===== config.mk =====
export PLATFORM = sky130hd
export DESIGN_NAME = omcs_top
export DESIGN_NICKNAME = d
export VERILOG_FILES = /design/src/logic/omcs_hold.v /design/src/logic/omcs_top.v
export VERILOG_INCLUDE_DIRS = /design/src /design/src/logic
export SDC_FILE = /design/constraint.sdc
export NUM_CORES = 1
export LEC_CHECK = 0
export ABC_AREA = 0
export BUFFER_PORTS_ARGS = -buffer_cell sky130_fd_sc_hd__buf_2
export CAP_MARGIN = 0
export CORE_MARGIN = 1.5
export CORE_UTILIZATION = 25
export CTS_BUF_LIST = sky130_fd_sc_hd__clkbuf_4 sky130_fd_sc_hd__clkbuf_8 sky130_fd_sc_hd__clkbuf_16
export DETAILED_ROUTE_END_ITERATION = 7
export PLACE_DENSITY_LB_ADDON = 0.12
export SYNTH_ARGS = -nofsm -noshare
export SYNTH_HDL_FRONTEND = slang
export SYNTH_HIERARCHICAL = 1
export SYNTH_SLANG_ARGS = --single-unit

===== constraint.sdc =====
create_clock -name clk -period 1.8 [get_ports clk]
set_input_delay 0.27 -clock clk [delete_from_list [all_inputs] [get_ports clk]]
set_output_delay 0.27 -clock clk [all_outputs]
set_load 0.05 [all_outputs]

===== src/logic/omcs_consts.vh =====
// Constants for the optical module control and status block
`ifndef OMCS_CONSTS_VH
`define OMCS_CONSTS_VH

// Clock rate
`define OMCS_CLK_HZ 40000000
`define OMCS_CLK_PER_US (`OMCS_CLK_HZ / 1000000)
`define OMCS_CLK_PER_MS (`OMCS_CLK_HZ / 1000)

// Documented times in their own units
`define OMCS_T_OFF_US 10
`define OMCS_T_ON_MS 1
`define OMCS_T_INIT_MS 300
`define OMCS_T_FAULT_US 100
`define OMCS_T_RESET_US 10
`define OMCS_T_LOSS_US 100
`define OMCS_T_SOFT_MS 100
`define OMCS_T_DATA_MS 1000
`define OMCS_T_SERIAL_MS 300
`define OMCS_T_WRITE_MS 10
`define OMCS_F_SCL_KHZ 400

// Derived cycle counts: plain products of the per-us and per-ms counts, exact at 40 MHz with no rounding
`define OMCS_RESET_CYC (`OMCS_T_RESET_US * `OMCS_CLK_PER_US)
`define OMCS_FAULT_MAX_CYC (`OMCS_T_FAULT_US * `OMCS_CLK_PER_US)
`define OMCS_LOSS_MAX_CYC (`OMCS_T_LOSS_US * `OMCS_CLK_PER_US)
`define OMCS_DATA_CYC (`OMCS_T_DATA_MS * `OMCS_CLK_PER_MS)
`define OMCS_SERIAL_CYC (`OMCS_T_SERIAL_MS * `OMCS_CLK_PER_MS)
// Glitch filter on sensed inputs, far below the 100 us limits
`define OMCS_FILT_CYC 4

// Serial addresses and the control/status byte
`define OMCS_ID_ADDR 7'h50
`define OMCS_DIAG_ADDR 7'h51
`define OMCS_CTRL_OFS 8'h6e
`define OMCS_BIT_PIN_DIS 7
`define OMCS_BIT_SOFT_DIS 6
`define OMCS_BIT_FAULT 2
`define OMCS_BIT_LOST 1
`define OMCS_BIT_READY 0
`define OMCS_CTRL_RST 8'h00

`endif


===== src/logic/omcs_hold.v =====
// Level qualifier: output rises after the input has been high N cycles
`timescale 1ns/1ps
module omcs_hold
#(
  parameter W = 8,
  parameter N = 4
)
(
  // Clock and reset
  input wire clk,
  input wire rst,
  // Level in and qualified level out
  input wire lvl_in,
  output reg lvl_out
);

  localparam integer LAST_I = N - 1;
  localparam [W-1:0] LAST = LAST_I[W-1:0];

  reg [W-1:0] cnt_q;

  always @(posedge clk or posedge rst)
  begin
    if (rst)
    begin
      cnt_q <= {W{1'b0}};
      lvl_out <= 1'b0;
    end
    else if (!lvl_in)
    begin
      cnt_q <= {W{1'b0}};
      lvl_out <= 1'b0;
    end
    else if (cnt_q == LAST)
    begin
      lvl_out <= 1'b1;
    end
    else
    begin
      cnt_q <= cnt_q + 1'b1;
    end
  end

endmodule // omcs_hold


===== src/logic/omcs_top.v =====
// Optical module control/status logic with two-wire serial slave
//
// Behaviour
// - Laser-off input rising turns laser off within 10 us.
// - Laser-off input falling turns laser back on within 1 ms.
// - Init after power-on or laser-off fall, clearing fault, within 300 ms.
// - Laser fault raises the hardware fault output within 100 us.
// - Signal loss raises the signal-lost output within 100 us.
// - Signal return lowers the signal-lost output within 100 us.
// - Writing byte 110 bit 6 high turns laser off within 100 ms.
// - Writing byte 110 bit 6 low turns laser on within 100 ms.
// - Laser fault sets byte 110 bit 2 within 100 ms.
// - Signal loss sets byte 110 bit 1 within 100 ms.
// - Signal return clears byte 110 bit 1 within 100 ms.
// - Byte 110 bit 0 shows data ready within 1000 ms of power-on.
// - Serial reads and writes accepted within 300 ms; host waits until then.
// - Internal write of 1 to 8 bytes completes within 10 ms of stop.
`timescale 1ns/1ps
`include "omcs_consts.vh"
module omcs_top
#(
  parameter DATA_RDY_CYC = `OMCS_DATA_CYC,
  parameter SERIAL_RDY_CYC = `OMCS_SERIAL_CYC
)
(
  // Clock and reset (reset stands for power-on)
  input wire clk,
  input wire rst,
  // Host control pin and sensed conditions
  input wire tx_disable,
  input wire laser_fault_det,
  input wire signal_detect,
  // Host status pins and laser drive
  output reg tx_fault,
  output reg rx_signal_lost,
  output reg laser_enable,
  // Two-wire serial management bus
  input wire scl,
  input wire sda_in,
  output wire sda_out,
  output wire sda_oe
);

  localparam ST_IDLE = 5'b00001;
  localparam ST_RX = 5'b00010;
  localparam ST_ACK = 5'b00100;
  localparam ST_TX = 5'b01000;
  localparam ST_RACK = 5'b10000;

  //////////////////////////////////////////////////////////////////////////////
  // Input synchronisers
  reg [4:0] s1_q;
  reg [4:0] s2_q;
  always @(posedge clk or posedge rst)
  begin
    if (rst)
    begin
      // Bus lines start at their idle high level, so no false edge follows reset
      s1_q <= 5'h18;
      s2_q <= 5'h18;
    end
    else
    begin
      s1_q <= {sda_in, scl, signal_detect, laser_fault_det, tx_disable};
      s2_q <= s1_q;
    end
  end
  wire dis_s = s2_q[0];
  wire fault_s = s2_q[1];
  wire sig_s = s2_q[2];
  wire scl_s = s2_q[3];
  wire sda_s = s2_q[4];

  //////////////////////////////////////////////////////////////////////////////
  // Qualified levels and power-on timers
  wire fault_seen;
  wire loss_seen;
  wire present_seen;
  wire dis_held;
  wire data_ready;
  wire serial_ready;

  omcs_hold #(.W(3), .N(`OMCS_FILT_CYC)) u_fault (
    .clk(clk), .rst(rst), .lvl_in(fault_s), .lvl_out(fault_seen));
  omcs_hold #(.W(3), .N(`OMCS_FILT_CYC)) u_loss (
    .clk(clk), .rst(rst), .lvl_in(!sig_s), .lvl_out(loss_seen));
  omcs_hold #(.W(3), .N(`OMCS_FILT_CYC)) u_pres (
    .clk(clk), .rst(rst), .lvl_in(sig_s), .lvl_out(present_seen));
  omcs_hold #(.W(9), .N(`OMCS_RESET_CYC)) u_dis (
    .clk(clk), .rst(rst), .lvl_in(dis_s), .lvl_out(dis_held));
  omcs_hold #(.W(26), .N(DATA_RDY_CYC)) u_drdy (
    .clk(clk), .rst(rst), .lvl_in(1'b1), .lvl_out(data_ready));
  omcs_hold #(.W(26), .N(SERIAL_RDY_CYC)) u_srdy (
    .clk(clk), .rst(rst), .lvl_in(1'b1), .lvl_out(serial_ready));

  //////////////////////////////////////////////////////////////////////////////
  // Laser control, latched fault and signal-lost state
  reg soft_dis_q;
  reg dis_p_q;
  wire dis_fall = dis_p_q & ~dis_s;

  always @(posedge clk or posedge rst)
  begin
    if (rst)
    begin
      dis_p_q <= 1'b0;
      tx_fault <= 1'b0;
      rx_signal_lost <= 1'b0;
      laser_enable <= 1'b0;
    end
    else
    begin
      dis_p_q <= dis_s;
      // A fault still present wins over the clear
      if (fault_seen)
        tx_fault <= 1'b1;
      else if (dis_held || dis_fall)
        tx_fault <= 1'b0;
      if (loss_seen)
        rx_signal_lost <= 1'b1;
      else if (present_seen)
        rx_signal_lost <= 1'b0;
      // Either disable source, or a latched fault, keeps the laser dark
      laser_enable <= ~dis_s & ~soft_dis_q & ~tx_fault & ~fault_seen;
    end
  end

  //////////////////////////////////////////////////////////////////////////////
  // Two-wire serial slave
  reg scl_p_q;
  reg sda_p_q;
  reg [4:0] st_q;
  reg [7:0] sh_q;
  reg [3:0] cnt_q;
  reg [1:0] phase_q;
  reg rd_q;
  reg diag_q;
  reg [7:0] ptr_q;
  reg pend_q;
  reg pend_val_q;
  reg drive_q;

  wire scl_rise = scl_s & ~scl_p_q;
  wire scl_fall = ~scl_s & scl_p_q;
  wire start = scl_s & scl_p_q & sda_p_q & ~sda_s;
  wire stop = scl_s & scl_p_q & ~sda_p_q & sda_s;
  wire [6:0] dev = sh_q[7:1];
  wire addr_hit = (dev == `OMCS_DIAG_ADDR) || (dev == `OMCS_ID_ADDR);
  wire ctrl_sel = diag_q && (ptr_q == `OMCS_CTRL_OFS);

  // Status byte as seen by a read; unused bits read as zero
  reg [7:0] rd_byte;
  always @*
  begin
    rd_byte = `OMCS_CTRL_RST;
    if (ctrl_sel)
    begin
      rd_byte[`OMCS_BIT_PIN_DIS] = dis_s;
      rd_byte[`OMCS_BIT_SOFT_DIS] = soft_dis_q;
      rd_byte[`OMCS_BIT_FAULT] = tx_fault;
      rd_byte[`OMCS_BIT_LOST] = rx_signal_lost;
      rd_byte[`OMCS_BIT_READY] = data_ready;
    end
  end

  assign sda_out = 1'b0;
  assign sda_oe = drive_q;

  always @(posedge clk or posedge rst)
  begin
    if (rst)
    begin
      scl_p_q <= 1'b1;
      sda_p_q <= 1'b1;
      st_q <= ST_IDLE;
      sh_q <= 8'h00;
      cnt_q <= 4'h0;
      phase_q <= 2'h0;
      rd_q <= 1'b0;
      diag_q <= 1'b0;
      ptr_q <= 8'h00;
      pend_q <= 1'b0;
      pend_val_q <= 1'b0;
      soft_dis_q <= 1'b0;
      drive_q <= 1'b0;
    end
    else
    begin
      scl_p_q <= scl_s;
      sda_p_q <= sda_s;
      if (stop)
      begin
        // Staged write takes effect at the stop condition
        if (pend_q)
          soft_dis_q <= pend_val_q;
        pend_q <= 1'b0;
        drive_q <= 1'b0;
        st_q <= ST_IDLE;
      end
      else if (start && serial_ready)
      begin
        drive_q <= 1'b0;
        cnt_q <= 4'h0;
        phase_q <= 2'h0;
        st_q <= ST_RX;
      end
      else
      begin
        case (st_q)
          ST_IDLE:
          begin
            drive_q <= 1'b0;
          end
          ST_RX:
          begin
            if (scl_rise)
            begin
              sh_q <= {sh_q[6:0], sda_s};
              cnt_q <= cnt_q + 4'h1;
            end
            else if (scl_fall && cnt_q == 4'h8)
            begin
              drive_q <= 1'b1;
              st_q <= ST_ACK;
              if (phase_q == 2'h0)
              begin
                rd_q <= sh_q[0];
                diag_q <= (dev == `OMCS_DIAG_ADDR);
                if (!addr_hit)
                begin
                  drive_q <= 1'b0;
                  st_q <= ST_IDLE;
                end
              end
              else if (phase_q == 2'h1)
                ptr_q <= sh_q;
              else
              begin
                // Byte 110 holds the only writable bit; others are ignored
                if (ctrl_sel)
                begin
                  pend_q <= 1'b1;
                  pend_val_q <= sh_q[`OMCS_BIT_SOFT_DIS];
                end
                ptr_q <= ptr_q + 8'h01;
              end
              if (phase_q != 2'h2)
                phase_q <= phase_q + 2'h1;
            end
          end
          ST_ACK:
          begin
            if (scl_fall)
            begin
              cnt_q <= 4'h0;
              if (rd_q)
              begin
                sh_q <= rd_byte;
                drive_q <= ~rd_byte[7];
                st_q <= ST_TX;
              end
              else
              begin
                drive_q <= 1'b0;
                st_q <= ST_RX;
              end
            end
          end
          ST_TX:
          begin
            if (scl_fall)
            begin
              if (cnt_q == 4'h7)
              begin
                drive_q <= 1'b0;
                ptr_q <= ptr_q + 8'h01;
                st_q <= ST_RACK;
              end
              else
              begin
                sh_q <= {sh_q[6:0], 1'b0};
                drive_q <= ~sh_q[6];
                cnt_q <= cnt_q + 4'h1;
              end
            end
          end
          ST_RACK:
          begin
            if (scl_rise && sda_s)
              st_q <= ST_IDLE;
            else if (scl_fall)
            begin
              cnt_q <= 4'h0;
              sh_q <= rd_byte;
              drive_q <= ~rd_byte[7];
              st_q <= ST_TX;
            end
          end
          default:
          begin
            drive_q <= 1'b0;
            st_q <= ST_IDLE;
          end
        endcase
      end
    end
  end

endmodule // omcs_top


==> results.json <==
{
  "timing.final.hold_violations": 0,
  "start_util_pct": 25.6,
  "synth_edf_count": 0,
  "dpl-instance-area_mm2": 0.00819,
  "worst-path-max-fanout": 8,
  "grt_remaining_overflow": 0,
  "grt_pass1_wl_mm": 29.5,
  "power.net_switching_w": 0.00170,
  "fin_ws_ps": -70.4,
  "clockBufferDepth": 2,
  "clkTransAtPathRegs_ps": 60,
  "synthCells": 703,
  "cp_slowest_cell": "dfstp_2",
  "ys_ff_latch": 125,
  "cts_buffers": 17,
  "grt_setup_unrepaired": "true",
  "drtIter0Drc": 217,
  "track_usage_pct": 12.9,
  "htreeDepth": 4,
  "ys_warn_count": 6,
  "status": "complete, but fails checks",
  "drv_slew": 0,
  "cts_tree": "yes",
  "num_antenna_cells": 0,
  "cp-end-kind": "register",
  "ff_latch_area_mm2": 0.00314,
  "yosysUniqueCellTypes": 76,
  "ant_nets": 0,
  "peakVddDrop_mv": 0.683,
  "clock_power_share_pct": 52.7,
  "seqPwrFrac_pct": 39.9,
  "first_pass_iters": 6,
  "path_cells": "buf_6 -> nand2b_4 -> buf_4 -> a22oi_2 -> a2bb2oi_2 -> buf_6 -> mux2_4",
  "ios": 12,
  "drt-wirelength-per-cell_um": 14.6,
  "crit_path_max_incr_delay_ps": 550,
  "combPwrFrac_pct": 7.4,
  "leakage_nw": 4.00,
  "path_class": "reg2reg",
  "syn_avg_cell_area_um2": 9.85,
  "syn_to_final_growth_pct": 34.7,
  "final_layout_size_suffix_gt1_share_pct": 30.7,
  "powerDensity_mw_per_mm2": 808,
  "grt_start_max_net_pins": 46,
  "path_buf_inv": 3,
  "clkLatencyLatePin_ps": 420,
  "antenna_found_initial": 0,
  "start_kind": "register",
  "row_count": 60,
  "die_h_um": 169,
  "fin_crit_sh_pct": 104,
  "skew_ps": 9.73,
  "seq_area_frac_synth_pct": 45.3,
  "internal_power_w": 0.00584,
  "drv_cap": 0,
  "multi_input_area_mm2": 0.00376,
  "max_freq_mhz": 535,
  "core_mm2": 0.0271,
  "place.gp.congestion": 0.824,
  "cp_top_family": "flip-flops",
  "fin_nets": 868,
  "die_x_um": 169,
  "vias": 5803,
  "finalWirelength_mm": 17.9,
  "root_buffer": "clkbuf_16",
  "drc": 0,
  "fillers": 2732,
  "postSynth.asyncResetShare_pct": 100,
  "netlist_area_mm2": 0.00693,
  "synthFlopType": "dfrtp_1",
  "place_hpwl_mm": 12.7,
  "port_buffers": 10,
  "postLayoutCellArea_mm2": 0.00933,
  "cts.sinks": 125,
  "crit_path_frequent_cell": "buf_6",
  "cp.required_ps": 2100,
  "arrival_ps": 2170,
  "grt_pass1_vias": 5862,
  "die_area_mm2": 0.0287,
  "switching_share_pct": 22.5,
  "viasPerCell": 4.73,
  "violations": "negative setup slack",
  "setup_violations": 17,
  "min_path_type": "reg2reg",
  "fin_crit_ps": 1870,
  "pre_cts_slack_ps": -90.5
}
## flip-flops by register name, indices dropped and copies added, names as in the netlist, 3 cells and up
| register | cells |
|---|---|
| u_drdy/cnt_q | 26 |
| u_srdy/cnt_q | 26 |
| u_dis/cnt_q | 9 |
| ptr_q | 8 |
| sh_q | 8 |
| s1_q | 5 |
| s2_q | 5 |
| st_q | 5 |
| cnt_q | 4 |
| u_fault/cnt_q | 3 |
| u_loss/cnt_q | 3 |
| u_pres/cnt_q | 3 |
## power groups by stage
stage	Sequential, W	Combinational (W)	Clock (W)
floorplan	0.00313	0.000292	0
global placement	0.00305	0.000517	0
detailed placement	0.00306	0.000535	0
CTS	0.00301	0.000551	0.00410
global route	0.00303	0.000625	0.00420
finish	0.00301	0.000560	0.00397
## cell usage after synthesis (8+ instances only)
cell type	count	area, um2
and4_1	9	78.8
nor2_1	20	75.1
nand4_1	20	125
dfrtp_1	118	2950
nand2_1	64	240
or4_1	14	105
mux2_2	8	90.1
a21oi_1	54	270
nand2b_1	26	163
inv_1	33	124
ha_1	18	225
and2_1	8	50.1
clkbuf_1	12	45.0
nor2b_1	8	50.1
nand3_1	34	170
and3_1	14	87.6
or3_1	13	81.3
o31ai_1	15	113
o21ai_0	28	140
xnor2_1	8	70.1
mux2i_1	30	300
nor4_1	8	50.1
buf_2	8	40.0
## placed cells by master (no fill, tap or decap), types with 6 or more instances in the layout
master,n
and2_1,7
nand2_1,62
nand3_1,30
ha_1,17
buf_6,9
inv_1,32
clkbuf_16,17
or3_1,12
nor2b_1,8
o31ai_1,15
and3_1,13
nand3b_1,7
conb_1,11
nand2b_1,23
o21ai_0,21
dfstp_2,7
a21oi_1,47
dlygate4sd3_1,6
a31oi_1,7
buf_4,111
xnor2_1,8
a21oi_2,7
o21a_1,6
mux2i_1,30
nor3_1,6
bufinv_16,6
buf_2,11
nor2_1,16
or4_1,14
nand4_1,20
dfrtp_1,114
o211ai_1,6
mux2_4,6
## metrics by stage
step / instances / total power [W] / setup TNS (ps) / utilization [%] / hold WS, ps
floorplan: 712 / 0.00342 / -445 / - / 36.1
global placement: 1172 / 0.00356 / -712 / 30.2 / 251
detailed placement: 1172 / 0.00359 / -965 / 30.2 / 261
CTS: 1212 / 0.00765 / -293 / 33.3 / 348
global route: 1228 / 0.00786 / -2660 / 34.4 / 353
finish: 1228 / 0.00754 / -617 / 34.4 / 346
## metal layers
metal,up-vias,global-route usage (%),share of wire [%]
met5,-,0,0
met4,0,3.69,1.1
met3,20,2.71,2.9
met2,71,22.0,49
met1,2872,16.4,47
li1,2840,-,-
## cell type report
class                      count  share of cell area [%]
clock inverter                11                    2.28
tap                          372                    4.99
multi-input combinational    523                    40.4
timing repair buffer         142                    12.3
sequential                   125                    33.7
clock buffer                  21                    5.02
inverter                      34                    1.37
## path summary, 6_finish.rpt
kind	start	endpoint	slack [ps]	cells past startpoint
max	scl_p_q	ptr_q[1]	-70	7
min	s1_q[1]	s2_q[1]	350	0
max reg2reg	scl_p_q	ptr_q[1]	-70	7
min reg2reg	s1_q[1]	s2_q[1]	350	0
max in group asynchronous	rst	s1_q[4]	900	4
min in group asynchronous	rst	s2_q[0]	370	3
## cells by family (layout without fill, tap and decap cells)
kind of cell,after synthesis,count (layout),synth area share (%)
compound gates,156,156,14.9
xor+xnor,13,13,1.64
fa+ha+maj,18,18,3.25
buf+inv,65,208,4.53
flops,125,125,45.3
mux,38,38,5.64
other cells,2,11,0.108
simple gates,286,287,24.6
## timing repair
action                                 4_1_cts  5_1_grt
endpoints found under the hold margin       31        0
hold buffers                                 6        0
setup endpoints to repair                   25       49
buffers inserted                             4       15
pin swaps                                    9       18
gates resized for setup                     23       48
gates cloned                                 0        1
(Power assumes the default switching activity.)
